`config.mk`:
```
export PLATFORM = sky130hd
export DESIGN_NAME = converter_power_sync_config_regs
export DESIGN_NICKNAME = d
export VERILOG_FILES = /design/src/hdl/converter_cfg_pkg.sv /design/src/hdl/spi_reg_if.sv /design/src/hdl/two_flop_sync.sv /design/src/hdl/spi_frame_slave.sv /design/src/hdl/converter_power_sync_config_regs.sv
export SDC_FILE = /design/constraint.sdc
export NUM_CORES = 1
export LEC_CHECK = 0
export BUFFER_PORTS_ARGS = -buffer_cell sky130_fd_sc_hd__buf_4
export CAP_MARGIN = 0
export CORE_MARGIN = 2
export CORE_UTILIZATION = 57
export CTS_CLUSTER_DIAMETER = 150
export DETAILED_ROUTE_END_ITERATION = 7
export GPL_ROUTABILITY_DRIVEN = 0
export PLACE_DENSITY = 0.85
export SYNTH_ARGS = -nofsm -noshare
export SYNTH_HDL_FRONTEND = slang
export SYNTH_HIERARCHICAL = 1
export SYNTH_SLANG_ARGS = --single-unit
export TNS_END_PERCENT = 10
```
`constraint.sdc`:
```
create_clock -name clk -period 2.68 [get_ports clk]
set_input_delay 0.268 -clock clk [delete_from_list [all_inputs] [get_ports clk]]
set_output_delay 0.268 -clock clk [all_outputs]
set_load 0.02 [all_outputs]
```
`src/hdl/converter_cfg_pkg.sv`:
```
/*
 Shared constants and types of the converter configuration bank: register
 addresses, field positions, writable masks, reset values, reference codes
 and the serial frame layout. Assumes a single 10 MHz system clock.
*/
`default_nettype none
package converter_cfg_pkg;
    typedef logic [6:0] reg_addr_t;
    typedef logic [7:0] reg_data_t;
    typedef logic [1:0] ref_code_t;

    // Register addresses
    localparam reg_addr_t SLEEP_CTRL_ADDR = 7'h08;
    localparam reg_addr_t OUT_BUF_POWER_ADDR = 7'h09;
    localparam reg_addr_t SLEEP_MASK_ADDR = 7'h0d;
    localparam reg_addr_t SYNC_REF_CLK_ADDR = 7'h0e;
    localparam reg_addr_t ANALOG_INPUT_ADDR = 7'h11;

    // Reset values
    localparam reg_data_t SLEEP_CTRL_RESET = 8'h00;
    localparam reg_data_t OUT_BUF_POWER_RESET = 8'h00;
    localparam reg_data_t SLEEP_MASK_RESET = 8'h00;
    localparam reg_data_t SYNC_REF_CLK_RESET = 8'h00;
    localparam reg_data_t ANALOG_INPUT_RESET = 8'h00;

    // Writable bits; reserved bits read back as zero
    localparam reg_data_t SLEEP_CTRL_WMASK = 8'h01;
    localparam reg_data_t OUT_BUF_POWER_WMASK = 8'h3f;
    localparam reg_data_t SLEEP_MASK_WMASK = 8'h0e;
    localparam reg_data_t SYNC_REF_CLK_WMASK = 8'hef;
    localparam reg_data_t ANALOG_INPUT_WMASK = 8'h30;

    // Sleep control field
    localparam int unsigned GLOBAL_SLEEP_BIT = 0;

    // Output buffer power fields
    localparam int unsigned FRAME_CLK_OFF_BIT = 5;
    localparam int unsigned BIT_CLK_OFF_BIT = 4;
    localparam int unsigned CHAN_A_LANE1_OFF_BIT = 3;
    localparam int unsigned CHAN_A_LANE0_OFF_BIT = 2;
    localparam int unsigned CHAN_B_LANE1_OFF_BIT = 1;
    localparam int unsigned CHAN_B_LANE0_OFF_BIT = 0;

    // Global sleep mask fields
    localparam int unsigned KEEP_SAMPLE_CLK_BIT = 3;
    localparam int unsigned KEEP_REF_AMP_BIT = 2;
    localparam int unsigned BANDGAP_OFF_BIT = 1;

    // Sync, reference and clock select fields
    localparam int unsigned PIN_IS_SYNC_BIT = 7;
    localparam int unsigned SW_SYNC_BIT = 6;
    localparam int unsigned SW_SYNC_EN_BIT = 5;
    localparam int unsigned REF_BY_REG_BIT = 3;
    localparam int unsigned REF_SEL_HI_BIT = 2;
    localparam int unsigned REF_SEL_LO_BIT = 1;
    localparam int unsigned SE_CLK_BIT = 0;

    // Analog input fields
    localparam int unsigned CHAN_A_SE_BIT = 5;
    localparam int unsigned CHAN_B_SE_BIT = 4;

    // Reference source codes
    localparam ref_code_t REF_INTERNAL = 2'h0;
    localparam ref_code_t REF_EXT_BUFFERED = 2'h1;
    localparam ref_code_t REF_EXT_DIRECT = 2'h2;

    // Serial frame: read flag, 7 address bits, 8 data bits, MSB first
    localparam logic [4:0] FRAME_BITS = 5'h10;
    localparam logic [4:0] HEADER_BITS = 5'h08;
endpackage : converter_cfg_pkg
`default_nettype wire

```
`src/hdl/spi_reg_if.sv`:
```
/*
 Register access carrier between the serial slave and the register bank.
 Assumes both ends run on the same clock; rdata is combinational from addr.
*/
`default_nettype none
interface spi_reg_if;
    import converter_cfg_pkg::*;
    reg_addr_t addr;
    reg_data_t wdata;
    logic wr_en;
    reg_data_t rdata;

    modport serial_side (output addr, output wdata, output wr_en, input rdata);
    modport bank_side (input addr, input wdata, input wr_en, output rdata);
endinterface : spi_reg_if
`default_nettype wire

```
`src/hdl/two_flop_sync.sv`:
```
/*
 Two-flop synchroniser for a group of asynchronous pin levels.
 Assumes each bit is a slow level; no multi-bit coherence is promised.
*/
`default_nettype none
module two_flop_sync #(
    parameter int WIDTH = 1
) (
    input wire logic clk,
    input wire logic reset,
    input wire logic [WIDTH-1:0] async_in,
    output logic [WIDTH-1:0] sync_out
);
    typedef struct packed {
        logic [WIDTH-1:0] first;
        logic [WIDTH-1:0] second;
    } sync_state_t;

    sync_state_t state_reg;
    sync_state_t state_next;

    always_comb begin
        state_next.first = async_in;
        state_next.second = state_reg.first;
    end

    always_ff @(posedge clk or posedge reset) begin
        if (reset) begin
            state_reg <= '0;
        end else begin
            state_reg <= state_next;
        end
    end

    assign sync_out = state_reg.second;
endmodule : two_flop_sync
`default_nettype wire

```
`src/hdl/spi_frame_slave.sv`:
```
/*
 Serial register port: 16-bit frames, select low, data taken on clock rise,
 read data launched on clock fall. Assumes the serial clock runs at most at
 a tenth of clk, since pins are oversampled after two flops.
*/
`default_nettype none
module spi_frame_slave
    import converter_cfg_pkg::*;
(
    input wire logic clk,
    input wire logic reset,
    input wire logic spi_sen_n,
    input wire logic spi_sclk,
    input wire logic spi_sdi,
    output logic spi_sdo,
    output logic spi_sdo_oe,
    spi_reg_if.serial_side bus
);
    typedef struct packed {
        logic sclk_prev;
        logic [4:0] count;
        reg_data_t shift_in;
        reg_data_t shift_out;
        logic is_read;
        logic load_pending;
        reg_addr_t addr;
        reg_data_t wdata;
        logic wr_en;
        logic sdo;
        logic sdo_oe;
    } slave_state_t;

    slave_state_t state_reg;
    slave_state_t state_next;
    logic [2:0] pins_s;
    logic sen_n_s;
    logic sclk_s;
    logic sdi_s;
    reg_data_t shifted;

    two_flop_sync #(.WIDTH(3)) pin_sync (
        .clk(clk),
        .reset(reset),
        .async_in({spi_sen_n, spi_sclk, spi_sdi}),
        .sync_out(pins_s)
    );

    assign sen_n_s = pins_s[2];
    assign sclk_s = pins_s[1];
    assign sdi_s = pins_s[0];

    always_comb begin
        shifted = {state_reg.shift_in[6:0], sdi_s};
        state_next = state_reg;
        state_next.sclk_prev = sclk_s;
        state_next.wr_en = 1'b0;
        state_next.load_pending = 1'b0;
        if (state_reg.load_pending) begin
            state_next.shift_out = bus.rdata;
        end
        if (sen_n_s) begin
            // Deselect aborts a partial frame; no write is issued
            state_next.count = '0;
            state_next.sdo_oe = 1'b0;
        end else if (sclk_s && !state_reg.sclk_prev && state_reg.count < FRAME_BITS) begin
            state_next.shift_in = shifted;
            state_next.count = state_reg.count + 5'h01;
            if (state_reg.count == HEADER_BITS - 5'h01) begin
                state_next.is_read = shifted[7];
                state_next.addr = shifted[6:0];
                state_next.load_pending = shifted[7];
                state_next.sdo_oe = shifted[7];
            end
            if (state_reg.count == FRAME_BITS - 5'h01) begin
                state_next.wdata = shifted;
                state_next.wr_en = !state_reg.is_read;
            end
        end else if (!sclk_s && state_reg.sclk_prev && state_reg.sdo_oe) begin
            state_next.sdo = state_reg.shift_out[7];
            state_next.shift_out = {state_reg.shift_out[6:0], 1'b0};
        end
    end

    always_ff @(posedge clk or posedge reset) begin
        if (reset) begin
            state_reg <= '0;
        end else begin
            state_reg <= state_next;
        end
    end

    assign bus.addr = state_reg.addr;
    assign bus.wdata = state_reg.wdata;
    assign bus.wr_en = state_reg.wr_en;
    assign spi_sdo = state_reg.sdo;
    assign spi_sdo_oe = state_reg.sdo_oe;
endmodule : spi_frame_slave
`default_nettype wire

```
`src/hdl/converter_power_sync_config_regs.sv`:
```
/*
 Power, sync, reference and clock-style configuration bank of a dual-channel
 converter, reached over the serial register port. Assumes the host keeps
 the serial clock slow against clk and writes reserved bits as zero.
*/
// Behaviour
// - Output power bit 5 set turns the frame clock driver off.
// - Output power bit 4 set turns the bit clock driver off.
// - Bit 3 turns channel A lane 1 off; never off automatically.
// - Bit 2 set turns channel A lane 0 driver off.
// - Bit 1 turns channel B lane 1 off; never off automatically.
// - Bit 0 turns channel B lane 0 off; never off automatically.
// - Mask bit 3 keeps sample clock buffer on during global sleep.
// - Mask bit 2 keeps reference amplifier on during global sleep.
// - Mask bit 1 set also turns the bandgap off in sleep.
// - Bit 7 picks pin high meaning: 0 sleep, 1 sync.
// - Setting bit 6 with software sync enabled issues sync; host clears it.
// - Bit 5 takes sync from the register instead of the pin.
// - Bit 3 picks reference source, pin or register; clear, the clock stays differential.
// - Reference codes: 00 internal, 01 external buffered, 10 external direct.
// - Register-selected single-ended clock turns the differential buffer off.
// - Analog bits 5 and 4 pick single-ended input for A, B.
// - Global sleep bit powers blocks down as the mask selects.
`default_nettype none
module converter_power_sync_config_regs
    import converter_cfg_pkg::*;
(
    input wire logic clk,
    input wire logic reset,
    input wire logic spi_sen_n,
    input wire logic spi_sclk,
    input wire logic spi_sdi,
    output logic spi_sdo,
    output logic spi_sdo_oe,
    input wire logic sync_or_sleep_pin,
    input wire logic reference_buffer_pin,
    output logic frame_clk_driver_off,
    output logic bit_clk_driver_off,
    output logic chan_a_lane1_off,
    output logic chan_a_lane0_off,
    output logic chan_b_lane1_off,
    output logic chan_b_lane0_off,
    output logic chip_sleep,
    output logic sample_clk_buffer_off,
    output logic reference_amp_off,
    output logic bandgap_off,
    output logic single_ended_clk_in,
    output logic use_internal_ref,
    output logic use_ext_ref_buffered,
    output logic use_ext_ref_direct,
    output logic chan_a_single_ended_in,
    output logic chan_b_single_ended_in,
    output logic sync_pulse
);
    typedef struct packed {
        reg_data_t sleep_ctrl;
        reg_data_t out_buf;
        reg_data_t mask;
        reg_data_t sync_ref;
        reg_data_t analog;
        logic pin_prev;
        logic frame_off;
        logic bit_off;
        logic a1_off;
        logic a0_off;
        logic b1_off;
        logic b0_off;
        logic sleep;
        logic clkbuf_off;
        logic refamp_off;
        logic bg_off;
        logic se_clk;
        logic int_ref;
        logic ext_buf_ref;
        logic ext_direct_ref;
        logic a_se;
        logic b_se;
        logic sync;
    } bank_state_t;

    bank_state_t state_reg;
    bank_state_t state_next;
    spi_reg_if bus ();
    logic [1:0] pins_s;
    logic sync_pin_s;
    logic reference_buffer_pin_pin_s;
    ref_code_t ref_code;
    logic by_reg;
    logic pin_edge;

    spi_frame_slave serial (
        .clk(clk),
        .reset(reset),
        .spi_sen_n(spi_sen_n),
        .spi_sclk(spi_sclk),
        .spi_sdi(spi_sdi),
        .spi_sdo(spi_sdo),
        .spi_sdo_oe(spi_sdo_oe),
        .bus(bus.serial_side)
    );

    two_flop_sync #(.WIDTH(2)) pin_sync (
        .clk(clk),
        .reset(reset),
        .async_in({sync_or_sleep_pin, reference_buffer_pin}),
        .sync_out(pins_s)
    );

    assign sync_pin_s = pins_s[1];
    assign reference_buffer_pin_pin_s = pins_s[0];

    // Unmapped addresses read as zero
    always_comb begin
        unique case (bus.addr)
            SLEEP_CTRL_ADDR: bus.rdata = state_reg.sleep_ctrl;
            OUT_BUF_POWER_ADDR: bus.rdata = state_reg.out_buf;
            SLEEP_MASK_ADDR: bus.rdata = state_reg.mask;
            SYNC_REF_CLK_ADDR: bus.rdata = state_reg.sync_ref;
            ANALOG_INPUT_ADDR: bus.rdata = state_reg.analog;
            default: bus.rdata = 8'h00;
        endcase
    end

    always_comb begin
        state_next = state_reg;
        ref_code = REF_INTERNAL;
        if (bus.wr_en) begin
            unique case (bus.addr)
                SLEEP_CTRL_ADDR: state_next.sleep_ctrl = bus.wdata & SLEEP_CTRL_WMASK;
                OUT_BUF_POWER_ADDR: state_next.out_buf = bus.wdata & OUT_BUF_POWER_WMASK;
                SLEEP_MASK_ADDR: state_next.mask = bus.wdata & SLEEP_MASK_WMASK;
                SYNC_REF_CLK_ADDR: state_next.sync_ref = bus.wdata & SYNC_REF_CLK_WMASK;
                ANALOG_INPUT_ADDR: state_next.analog = bus.wdata & ANALOG_INPUT_WMASK;
                default: state_next.sleep_ctrl = state_reg.sleep_ctrl;
            endcase
        end
        state_next.pin_prev = sync_pin_s;
        pin_edge = sync_pin_s && !state_reg.pin_prev;

        state_next.frame_off = state_next.out_buf[FRAME_CLK_OFF_BIT];
        state_next.bit_off = state_next.out_buf[BIT_CLK_OFF_BIT];
        // Lanes follow their bits alone, never the lane mode
        state_next.a1_off = state_next.out_buf[CHAN_A_LANE1_OFF_BIT];
        state_next.b1_off = state_next.out_buf[CHAN_B_LANE1_OFF_BIT];
        state_next.b0_off = state_next.out_buf[CHAN_B_LANE0_OFF_BIT];
        state_next.a0_off = state_next.out_buf[CHAN_A_LANE0_OFF_BIT];

        // Sleep from register bit or pin in sleep role
        state_next.sleep = state_next.sleep_ctrl[GLOBAL_SLEEP_BIT]
            || (sync_pin_s && !state_next.sync_ref[PIN_IS_SYNC_BIT]);

        // Register or pin chooses reference; only the register sets clock style
        by_reg = state_next.sync_ref[REF_BY_REG_BIT];
        // Single-ended clock only under register control
        state_next.se_clk = by_reg && state_next.sync_ref[SE_CLK_BIT];
        // Clock buffer mask; single-ended clock also idles it
        state_next.clkbuf_off = (state_next.sleep && !state_next.mask[KEEP_SAMPLE_CLK_BIT])
            || state_next.se_clk;
        state_next.refamp_off = state_next.sleep && !state_next.mask[KEEP_REF_AMP_BIT];
        // Bandgap off only when asked, slower wake-up is the price
        state_next.bg_off = state_next.sleep && state_next.mask[BANDGAP_OFF_BIT];

        // Reference decode; unused code falls back to internal
        if (by_reg) begin
            ref_code = state_next.sync_ref[REF_SEL_HI_BIT:REF_SEL_LO_BIT];
        end else if (reference_buffer_pin_pin_s) begin
            ref_code = REF_EXT_BUFFERED;
        end
        state_next.ext_buf_ref = (ref_code == REF_EXT_BUFFERED);
        state_next.ext_direct_ref = (ref_code == REF_EXT_DIRECT);
        state_next.int_ref = !state_next.ext_buf_ref && !state_next.ext_direct_ref;

        state_next.a_se = state_next.analog[CHAN_A_SE_BIT];
        state_next.b_se = state_next.analog[CHAN_B_SE_BIT];

        // Sync from rising register bit, else pin edge
        if (state_next.sync_ref[SW_SYNC_EN_BIT]) begin
            state_next.sync = state_next.sync_ref[SW_SYNC_BIT]
                && !state_reg.sync_ref[SW_SYNC_BIT];
        end else begin
            state_next.sync = pin_edge && state_next.sync_ref[PIN_IS_SYNC_BIT];
        end
    end

    always_ff @(posedge clk or posedge reset) begin
        if (reset) begin
            state_reg <= '0;
            state_reg.sleep_ctrl <= SLEEP_CTRL_RESET;
            state_reg.out_buf <= OUT_BUF_POWER_RESET;
            state_reg.mask <= SLEEP_MASK_RESET;
            state_reg.sync_ref <= SYNC_REF_CLK_RESET;
            state_reg.analog <= ANALOG_INPUT_RESET;
            state_reg.int_ref <= 1'b1;
        end else begin
            state_reg <= state_next;
        end
    end

    assign frame_clk_driver_off = state_reg.frame_off;
    assign bit_clk_driver_off = state_reg.bit_off;
    assign chan_a_lane1_off = state_reg.a1_off;
    assign chan_a_lane0_off = state_reg.a0_off;
    assign chan_b_lane1_off = state_reg.b1_off;
    assign chan_b_lane0_off = state_reg.b0_off;
    assign chip_sleep = state_reg.sleep;
    assign sample_clk_buffer_off = state_reg.clkbuf_off;
    assign reference_amp_off = state_reg.refamp_off;
    assign bandgap_off = state_reg.bg_off;
    assign single_ended_clk_in = state_reg.se_clk;
    assign use_internal_ref = state_reg.int_ref;
    assign use_ext_ref_buffered = state_reg.ext_buf_ref;
    assign use_ext_ref_direct = state_reg.ext_direct_ref;
    assign chan_a_single_ended_in = state_reg.a_se;
    assign chan_b_single_ended_in = state_reg.b_se;
    assign sync_pulse = state_reg.sync;
endmodule : converter_power_sync_config_regs
`default_nettype wire

```
# Yosys cells after proc, flatten, opt, wreduce, memory -nomap -nowiden

Index checks and enable logic that the tools add are counted.
Widths: inputs -> output; s select.

$add $sub $neg: 1
Magnitude comparators: 1
Equal/unequal tests: 9
Mux-type cells: 24
Bitwise logic cells: 2
Reduce and logical (&&, ||, !) cells: 32

Operators with widths:

| operator            | count |
|---|---|
| $pmux 8 s5          | 1 |
| $mux 33             | 1 |
| $mux 8              | 4 |
| $eq 7x4->1 const B  | 4 |
| $mux 27             | 1 |
| $mux 18             | 1 |
| $mux 9              | 2 |
| $logic_and 1x1->1   | 13 |
| $mux 13             | 1 |
| $mux 6              | 2 |
| $logic_not 1->1     | 10 |
| $reduce_and 3->1    | 3 |
| $mux 1              | 8 |
| $eq 7x5->1 const B  | 1 |
| $add 5x1->5 const B | 1 |
| $eq 5x3->1 const B  | 1 |
| $eq 5x4->1 const B  | 1 |
| $lt 5x5->1 const B  | 1 |
| $mux 5              | 1 |
| $mux 4              | 1 |
| $reduce_and 2->1    | 2 |
| $reduce_bool 2->1   | 2 |
| $eq 2x1->1 const B  | 1 |
| $eq 2x2->1 const B  | 1 |
| other kinds (3)     | 5 |

Register bits: 89
Bits of input ports: 7
Output and inout bits: 19

# Logic depth before layout (Yosys ltp)

Gate-level depths: netlist (run 1).

Word-level depth: 8
Gate-level depth with buffers: 8
Mapped depth without buffers: 7

# Cells and area by module

The synthesis (run 1) kept the hierarchy.

Modules (own cells, without submodules):

| module                           | instances | cells an instance | area an instance (sq um) |
|---|---|---|---|
| spi_frame_slave                  | 1         | 147               | 1876.8 |
| converter_power_sync_config_regs | 1         | 104               | 1387.6 |
| two_flop_sync (serial.pin_sync)  | 1         | 7                 | 153.9 |
| two_flop_sync (pin_sync)         | 1         | 5                 | 103.8 |

# Worst setup path before layout (run 1)

Ideal clock, no wire load.

Path type: register to register
Start point: register serial.state_reg (netlist bit serial/bus.addr[5])
End point: register state_reg (netlist bit use_internal_ref)
Library setup time: 83 ps
Arrival: 1879 ps
Data required time: 2597 ps
Path slack: 718 ps
Stages on the path, launching flop included: 7
Path buffers: 1
Clock period less this slack: 1962 ps
Cell sequence: dfrtp_1 > buf_4 > nor4b_4 > nand3_2 > mux2_4 > o221a_4 > ha_1

RTL lines:

| element                | RTL line                                | text |
|---|---|---|
| from (decl)            | spi_frame_slave.sv:33                   | `slave_state_t state_reg;` |
| from (signal assigned) | spi_frame_slave.sv:88                   | `state_reg <= state_next;` |
| to (signal assigned)   | converter_power_sync_config_regs.sv:195 | `state_reg <= state_next;` |
| to (decl)              | converter_power_sync_config_regs.sv:81  | `bank_state_t state_reg;` |

==> results of run 1 <==
kinds of logic after synthesis:
logic type	synth area share [%]
buffers and inverters	6.110
and+or+nand+nor	13.36
xor gates and xnor gates	0.4974
DFF	56.87
AOI/OAI and AO/OA	5.151
adders and majority gates	1.421
muxes	16.59
layout by cell type, fill, tap and decap left out, drive strengths merged, types with 2 or more instances in the layout:
cell type / netlist / layout
dlygate4sd3: 0 / 6
clkbuf: 1 / 11
mux2i: 10 / 10
a21oi: 2 / 2
nand4: 2 / 2
inv: 18 / 19
o21ai: 10 / 10
a222oi: 4 / 4
nor3b: 3 / 3
buf: 19 / 28
and2: 3 / 3
and2b: 7 / 7
nand2: 14 / 14
and4bb: 3 / 3
ha: 4 / 4
and3: 3 / 3
nor4bb: 2 / 2
clkinv: 0 / 3
dfrtp: 79 / 79
mux2: 42 / 42
nor4b: 2 / 2
xnor2: 2 / 2
nor2: 9 / 9
or3b: 3 / 3
nand3: 5 / 5
routing by layer:
layer  vias to the layer above  share of wire [%]  GRT usage (%)
met3                        17                4.4          7.609
met1                      1047                 43          24.87
met5                         -                  0              0
met4                         0                2.7          9.016
met2                        45                 50          32.98
li1                        955                  -              -
worst paths after layout:
path	to	slack, ns	cells after the start
worst max-delay path	serial/state_reg[25]$_DFF_PP0_	0.57	7
worst min-delay path	serial/pin_sync/sync_out[2]$_DFF_PP0_	0.36	0
worst max register to register	serial/state_reg[25]$_DFF_PP0_	0.57	7
worst min register to register	serial/pin_sync/sync_out[2]$_DFF_PP0_	0.36	0
max in group asynchronous	serial/state_reg[23]$_DFF_PP0_	1.70	4
min in group asynchronous	pin_sync/state_next[1]$_DFF_PP0_	0.37	3
through the flow:
stage / hold slack (ns) / total power [mW] / cells / cell area [µm²]
6_report: 0.3556 / 2.277 / 368 / 3929
5_1_grt: 0.3621 / 2.382 / 368 / 3929
4_1_cts: 0.3549 / 2.313 / 368 / 3929
3_5_place_dp: 0.1888 / 1.480 / 346 / 3679
3_3_place_gp: 0.1820 / 1.469 / 346 / 3679
2_1_floorplan: 0.03408 / 1.420 / 263 / 3522
final cells by class:
class / instances / area (µm²)
fill: 441 / 2027
multi-input combinational: 145 / 1304
clock buffer: 11 / 151.4
tap: 75 / 93.84
clock inverter: 5 / 38.79
sequential: 80 / 2003
timing repair buffer: 34 / 270.3
inverter: 18 / 67.56
worst reg2reg max path: stages (launching register included):
cell      delay, ns
dfrtp_1        0.41
or3b_1         0.44
or3b_4         0.45
nor3_4         0.23
a222oi_1       0.17
inv_1          0.08
mux2i_1        0.06
o21ai_0        0.18
power breakdown:
group / switching (mW) / internal [mW]
sequential: 0.0584 / 1.26
clock: 0.426 / 0.391
combinational: 0.0637 / 0.0750
total: 0.548 / 1.73
==> out/qor.yml, run 1 <==
status: "completed"
grt_overflow: 0
drtIter0Drc: 145
worst_pin_slew_ns: 0.6286
cp.arrival_ns: 2.38
cp-end-kind: "flop"
grt_max_degree: 42
crit_family: "simple AND/OR/NAND/NOR gates"
postCtsSetupBuffers: 0
cts-root-buf: "clkbuf_8"
die_w_um: 82.61
syn2layout_area_growth_pct: 11.55
hold_violations: 0
rsz0062_at_grt: "no"
fin_ws_ns: 0.5675
setup_violations: 0
ys_types: 50
min_period_ns: 2.113
core_um2: 5956
hpwl_um: 4397
leakagePower_nw: 1.936
crit_start: "serial/bus.addr[5]$_DFFE_PP0P_"
synth_most_common_cell: "dfrtp_1"
postCtsHoldBufs: 6
antenna_found_initial: 0
fin_nets: 299
initial_core_util_pct: 59.14
num_vias: 2064
fp-row-count: 28
cts.path.max_buffers: 2
dp_slack_ns: 0.6080
routedWlPerCell_um: 16.82
grt_usage_pct: 20.55
firstDrtPassIters: 5
largest_reg_flops: 20
yosys_most_used_dff: "dfrtp_1"
critPathSlowestCell: "or3b_4"
ir_drop_mv: 0.4042
fin_tns_setup_ns: 0
drc_errors: 0
clk-insertion-delay-late_ns: 0.35
critPathKind: "reg -> reg"
grt_first_pass_wirelength_um: 10140
netlist_area_um2: 3522
clock_sinks: 80
ios: 26
cts_max_level: 3
fmax_mhz: 473.4
slew_violations: 0
synth_edf_count: 0
drv_cap: 0
yosysSeqAreaShare_pct: 56.87
p_per_area_nw_per_um2: 579.5
cp_max_fo: 5
routed_wl_um: 6188
finalCritPeriodShare_pct: 78.83
crit_chain: "or3b_1, or3b_4, nor3_4, a222oi_1, inv_1, mux2i_1, o21ai_0"
fin_util_pct: 65.97
cp-start-kind: "flop"
yosysTopAreaCell: "dfrtp_1"
ys_async_sr_fraction_pct: 100.0
worstHoldPathType: "reg -> reg"
synth_commonest_cells: "dfrtp_1 (79), mux2_2 (37), inv_1 (16)"
synth.top_cell.area_share_pct: 56.13
ant_nets: 0
grt_pass1_vias: 2133
regToRegStartpoint: "serial/bus.addr[5]$_DFFE_PP0P_"
ys_ff_latch: 80
syn_inst: 263
slew_headroom_pct: 57.92
cts_tree: "yes"
syn-num-nets: 274
finClkSkew_ns: 0.008215
critPathBufInv: 1
path_clk_slew_ns: 0.08
cts_inserted_buffers: 9
slowest_delay_ns: 0.45
yosysWarnings: 6
worst_ep_required_time_ns: 2.95
io_buffers: 25
die_h_um: 82.61
viasPerCell: 5.609
antenna_cells: 0
min_from: "serial/pin_sync/state_next[2]$_DFF_PP0_"
cts_resized: 0
drive_gt1_share_pct: 35.84
die-area_um2: 6824
syn_area_per_cell_um2: 13.39
synthTopCellsByArea: "dfrtp_1 (56%), mux2_2 (12%), buf_4 (3.2%)"
No activity file was read; power rests on OpenSTA's default activity.
==> run 2: changes to the inputs <==
Settings changed: CORE_UTILIZATION 57 to 54.
Clock period 2.68 ns to 1.8 ns, I/O delays scaled along.
==> run 2 against run 1 <==
Net effect: the run now ends with setup timing left; sequential share of layout area shrank 2.1 points; utilization decreased by 1.0 points; die area grew 5.3%; worst hold slack worse by 0.055 ns; cell count increased by 4.9%; clock power up 62%; non-clock buffer count up 16; worst setup slack got worse by 0.77 ns; combinational power is 50% higher; critical path type unchanged; largest power group unchanged.
==> out/qor.yml, run 2 (synthesis gave the netlist of run 1 again) <==
status: "finished with violations"
violations: "setup timing"
whs_ns: 0.3002
r2r_cells: 7
regToRegStartpoint: "serial/bus.addr[0]$_DFFE_PP0P_"
io_buffers: 25
routedWlPerCell_um: 16.87
critPathSlowestCell: "or3b_4"
grt_max_degree: 42
syn2layout_area_growth_pct: 16.41
drv_cap: 0
leakagePower_nw: 2.024
cts-root-buf: "clkbuf_8"
ant_nets: 0
power.total_mw: 3.487
fin_tns_setup_ns: -1.188
cp_common_cell: "or3b_4"
dp_slack_ns: -0.2009
grt_overflow: 0
drtIter0Drc: 92
ios: 26
core_um2: 6314
cp.arrival_ns: 2.26
hpwl_um: 4524
p_seq_share_pct: 56.3
drc_errors: 0
drive_gt1_share_pct: 41.10
slew_violations: 0
cp-start-kind: "flop"
finalCritPeriodShare_pct: 111.2
fill_cells: 466
firstDrtPassIters: 5
die_w_um: 84.76
crit_chain: "or3b_4, or3b_4, nor3_4, a222oi_1, inv_1, mux2i_1, o21ai_1"
largest_reg_flops: 20
worst_ep_required_time_ns: 2.06
cts_tree: "yes"
antenna_found_initial: 0
fmax_mhz: 499.7
critPathBufInv: 1
place_area_um2: 3806
rsz0062_at_grt: "yes"
grt_pass1_vias: 2250
fp-row-count: 29
grt_first_pass_wirelength_um: 10900
slowest_delay_ns: 0.42
die-area_um2: 7184
p_per_area_nw_per_um2: 850.3
cp_max_fo: 5
crit_family: "simple AND/OR/NAND/NOR gates"
cts.path.max_buffers: 2
critical_path_depth: 7
num_vias: 2092
final_cell_mix: "dfrtp_1 (79), buf_4 (42), mux2_2 (38), inv_1 (16), nand2_1 (13)"
final_common_cell: "dfrtp_1"
routed_wl_um: 6512
path_clk_slew_ns: 0.08
combPwrFrac_pct: 6.0
slew_headroom_pct: 66.22
switchingPower_mw: 0.8134
worstHoldPathType: "in -> async"
p_int_mw: 2.673
critPathKind: "reg -> reg"
crit_start: "serial/bus.addr[0]$_DFFE_PP0P_"
viasPerCell: 5.420
fin_nets: 315
hold_violations: 0
die_h_um: 84.76
fin_ws_ns: -0.2012
initial_core_util_pct: 55.79
clock_sinks: 80
ir_drop_mv: 0.5949
grt_usage_pct: 19.73
final_area_um2: 4100
antenna_cells: 0
worst_pin_slew_ns: 0.5067
cp-end-kind: "flop"
cts_inserted_buffers: 9
clkPwrFrac_pct: 37.7
clk-insertion-delay-late_ns: 0.35
cts_max_level: 3
finClkSkew_ns: 0.01032
min_period_ns: 2.001
swShare_pct: 23.33
setup_violations: 11
-- run 2: cell types whose count changed in the layout (fill, tap and decap cells not counted), sizes merged --
cell / change
inv: -1
buf: +16
bufinv: +1
-- run 2: routing by layer --
metal / global-route usage (%) / share of wire, % / routed length, µm
met5: 0 / 0 / 0
met4: 7.359 / 1.6 / 107
met1: 25.05 / 44 / 2888
met2: 33.00 / 52 / 3373
met3: 4.720 / 2.2 / 143
-- run 2: area by class of cell --
class | instances | area [µm²] | share of cell area (%)
Clock buffer | 11 | 141.4 | 3.448
Clock inverter | 5 | 56.30 | 1.373
Inverter | 18 | 67.56 | 1.648
Multi-Input combinational cell | 145 | 1338 | 32.62
Sequential cell | 80 | 2003 | 48.86
Tap cell | 77 | 96.34 | 2.350
Timing Repair Buffer | 50 | 397.9 | 9.704
-- run 2: per-stage QoR --
stage	cells	utilization, %
3_3_place_gp	363	60.29
6_report	386	64.94
4_1_cts	385	64.55
3_5_place_dp	363	60.29
5_1_grt	386	64.94
2_1_floorplan	263	-
-- run 2: timing repair --
item | CTS | global route
gates resized for setup | 7 | 6
pin swaps | 3 | 4
endpoints found under the hold margin | 84 | 0
gates cloned | 0 | 0
buffers inserted | 0 | 1
setup endpoints to repair | 14 | 22
hold buffers | 6 | 0
-- run 2: power groups by stage --
| stage | clock, mW | combinational, mW | sequential (mW) |
|---|---|---|---|
| after CTS | 1.34 | 0.212 | 1.96 |
| final | 1.32 | 0.209 | 1.96 |
| after floorplan | 0 | 0.146 | 1.97 |
| after global routing | 1.43 | 0.237 | 1.98 |
| after detailed placement | 0 | 0.200 | 2.00 |
| after global placement | 0 | 0.192 | 1.99 |
-- run 2: worst paths after layout --
path	to	slack (ns)
setup / recovery	serial/state_reg[21]$_DFF_PP0_	-0.20
hold / removal	pin_sync/state_next[0]$_DFF_PP0_	0.30
setup reg to reg	serial/state_reg[21]$_DFF_PP0_	-0.20
hold reg to reg	serial/pin_sync/sync_out[0]$_DFF_PP0_	0.35
max in group asynchronous	serial/state_reg[24]$_DFF_PP0_	0.90
min in group clk	serial/pin_sync/sync_out[0]$_DFF_PP0_	0.35
-- run 2: tightest hold or removal path: stages --
cell and delay, ns:
dlygate4sd3_1 0.54, buf_4 0.15, inv_1 0.14
==> run 3: changes to the inputs <==
Settings changed: TNS_END_PERCENT 10 to 50.
==> run 3 against run 2 <==
Net effect: the run still ends with setup timing left; highest routed layer unchanged; worst setup slack gained 0.027 ns; largest cell class unchanged; cell count is 2.1% higher; combinational power increased by 4%; flip-flop and latch count did not move; worst hold slack worse by 0.0067 ns.
==> out/qor.yml, run 3 (synthesis gave the netlist of run 1 again) <==
num_vias: 2168
grt_usage_pct: 19.53
drtIter0Drc: 123
fin_ws_ns: -0.1738
drive_gt1_share_pct: 42.27
ant_nets: 0
cts.path.max_buffers: 2
cts_max_level: 3
ir_drop_mv: 0.8740
cp_max_fo: 5
worst_ep_required_time_ns: 2.06
firstDrtPassIters: 6
hpwl_um: 4717
die-area_um2: 7184
cts_tree: "yes"
worstHoldPathType: "in -> async"
fin_nets: 323
largest_reg_flops: 20
status: "finished with violations"
routedWlPerCell_um: 16.64
final_cell_mix: "dfrtp_1 (79), buf_4 (48), mux2_2 (37), inv_1 (16), nand2_1 (13)"
violations: "setup timing"
clock_sinks: 80
p_per_area_nw_per_um2: 890.5
syn2layout_area_growth_pct: 19.89
slowest_delay_ns: 0.42
die_h_um: 84.76
critPathSlowestCell: "dfrtp_1"
setup_violations: 17
power.total_mw: 3.760
fill_cells: 458
critPathKind: "reg -> reg"
cp_common_cell: "or3b_4"
finalCritPeriodShare_pct: 109.7
die_w_um: 84.76
fp-row-count: 29
dp_slack_ns: -0.2037
worst_pin_slew_ns: 0.3956
cp-end-kind: "flop"
grt_overflow: 0
core_um2: 6314
clk-insertion-delay-late_ns: 0.35
cp.arrival_ns: 2.23
antenna_cells: 0
min_period_ns: 1.974
cts-root-buf: "clkbuf_8"
leakagePower_nw: 2.090
grt_pass1_vias: 2210
hold_violations: 0
routed_wl_um: 6557
slew_headroom_pct: 73.63
grt_max_degree: 30
finClkSkew_ns: 0.009402
grt_first_pass_wirelength_um: 10800
antenna_found_initial: 0
slew_violations: 0
drc_errors: 0
initial_core_util_pct: 55.79
cp-start-kind: "flop"
path_clk_slew_ns: 0.08
final_common_cell: "dfrtp_1"
drv_cap: 0
fmax_mhz: 506.6
io_buffers: 25
ios: 26
viasPerCell: 5.503
fin_util_pct: 66.88
fin_tns_setup_ns: -1.294
crit_chain: "or3b_4, or3b_4, nor3_4, a222oi_1, inv_1, mux2i_1, o21ai_1"
rsz0062_at_grt: "yes"
crit_family: "simple AND/OR/NAND/NOR gates"
cts_inserted_buffers: 9
critPathBufInv: 1
-- run 3: cell types whose count changed in the layout (fill, tap and decap cells not counted), moves of 2 or more --
cell	before	now
bufinv_16	1	3
o21ai_1	4	7
o21ai_0	6	3
buf_4	42	48
-- run 3: area by class of cell --
| cell class | instances | area [µm²] | share of cell area, % |
|---|---|---|---|
| clock buffer | 11 | 141.4 | 3.348 |
| clock inverter | 5 | 103.9 | 2.459 |
| sequential | 80 | 2003 | 47.44 |
| inverter | 18 | 67.56 | 1.600 |
| tap | 77 | 96.34 | 2.281 |
| timing repair buffer | 58 | 462.9 | 10.96 |
| multi-input combinational | 145 | 1348 | 31.91 |
-- run 3: report_power, final --
group / switching, mW / internal [mW] / total, mW
clock: 0.621 / 0.960 / 1.58
combinational: 0.0990 / 0.119 / 0.218
sequential: 0.0817 / 1.88 / 1.96
-- run 3: layer usage --
metal	up-vias	global-route usage [%]	wire, µm
met3	15	3.638	241
met2	57	32.43	3394
li1	1001	-	-
met4	0	10.39	131
met5	-	0	0
met1	1095	24.31	2790
-- run 3: worst paths after layout --
path | start | slack [ns] | cells past startpoint | to
setup / recovery | serial/bus.addr[6]$_DFFE_PP0P_ | -0.17 | 7 | serial/state_reg[23]$_DFF_PP0_
hold / removal | reset | 0.29 | 3 | pin_sync/sync_out[1]$_DFF_PP0_
setup reg to reg | serial/bus.addr[6]$_DFFE_PP0P_ | -0.17 | 7 | serial/state_reg[23]$_DFF_PP0_
hold reg to reg | pin_sync/state_next[1]$_DFF_PP0_ | 0.35 | 0 | pin_sync/sync_out[1]$_DFF_PP0_
max in group asynchronous | reset | 1.00 | 4 | use_internal_ref$_DFF_PP1_
min in group clk | pin_sync/state_next[1]$_DFF_PP0_ | 0.35 | 0 | pin_sync/sync_out[1]$_DFF_PP0_
-- run 3: worst register-to-register path: cells and delay by family, from the launching register on --
kind	cells	cell delay, ns
compound gates	2	0.30
flops	1	0.42
mux	1	0.06
simple gates	3	1.04
buf+inv	1	0.08
-- run 3: through the flow --
stage	cell area, µm²	cells	hold WS, ns
2_1_floorplan	3542	263	-0.05392
3_3_place_gp	3814	364	0.1034
3_5_place_dp	3814	364	0.1069
4_1_cts	4150	388	0.2870
5_1_grt	4223	394	0.3064
6_report	4223	394	0.2935
-- run 3: repair_timing --
item                                    4_1_cts  5_1_grt
setup buffers                                 2        6
hold buffers                                  6        0
pin swaps                                     8        5
resized for setup                             9        9
endpoints found under the setup margin       13       22
endpoints found under the hold margin        84        0
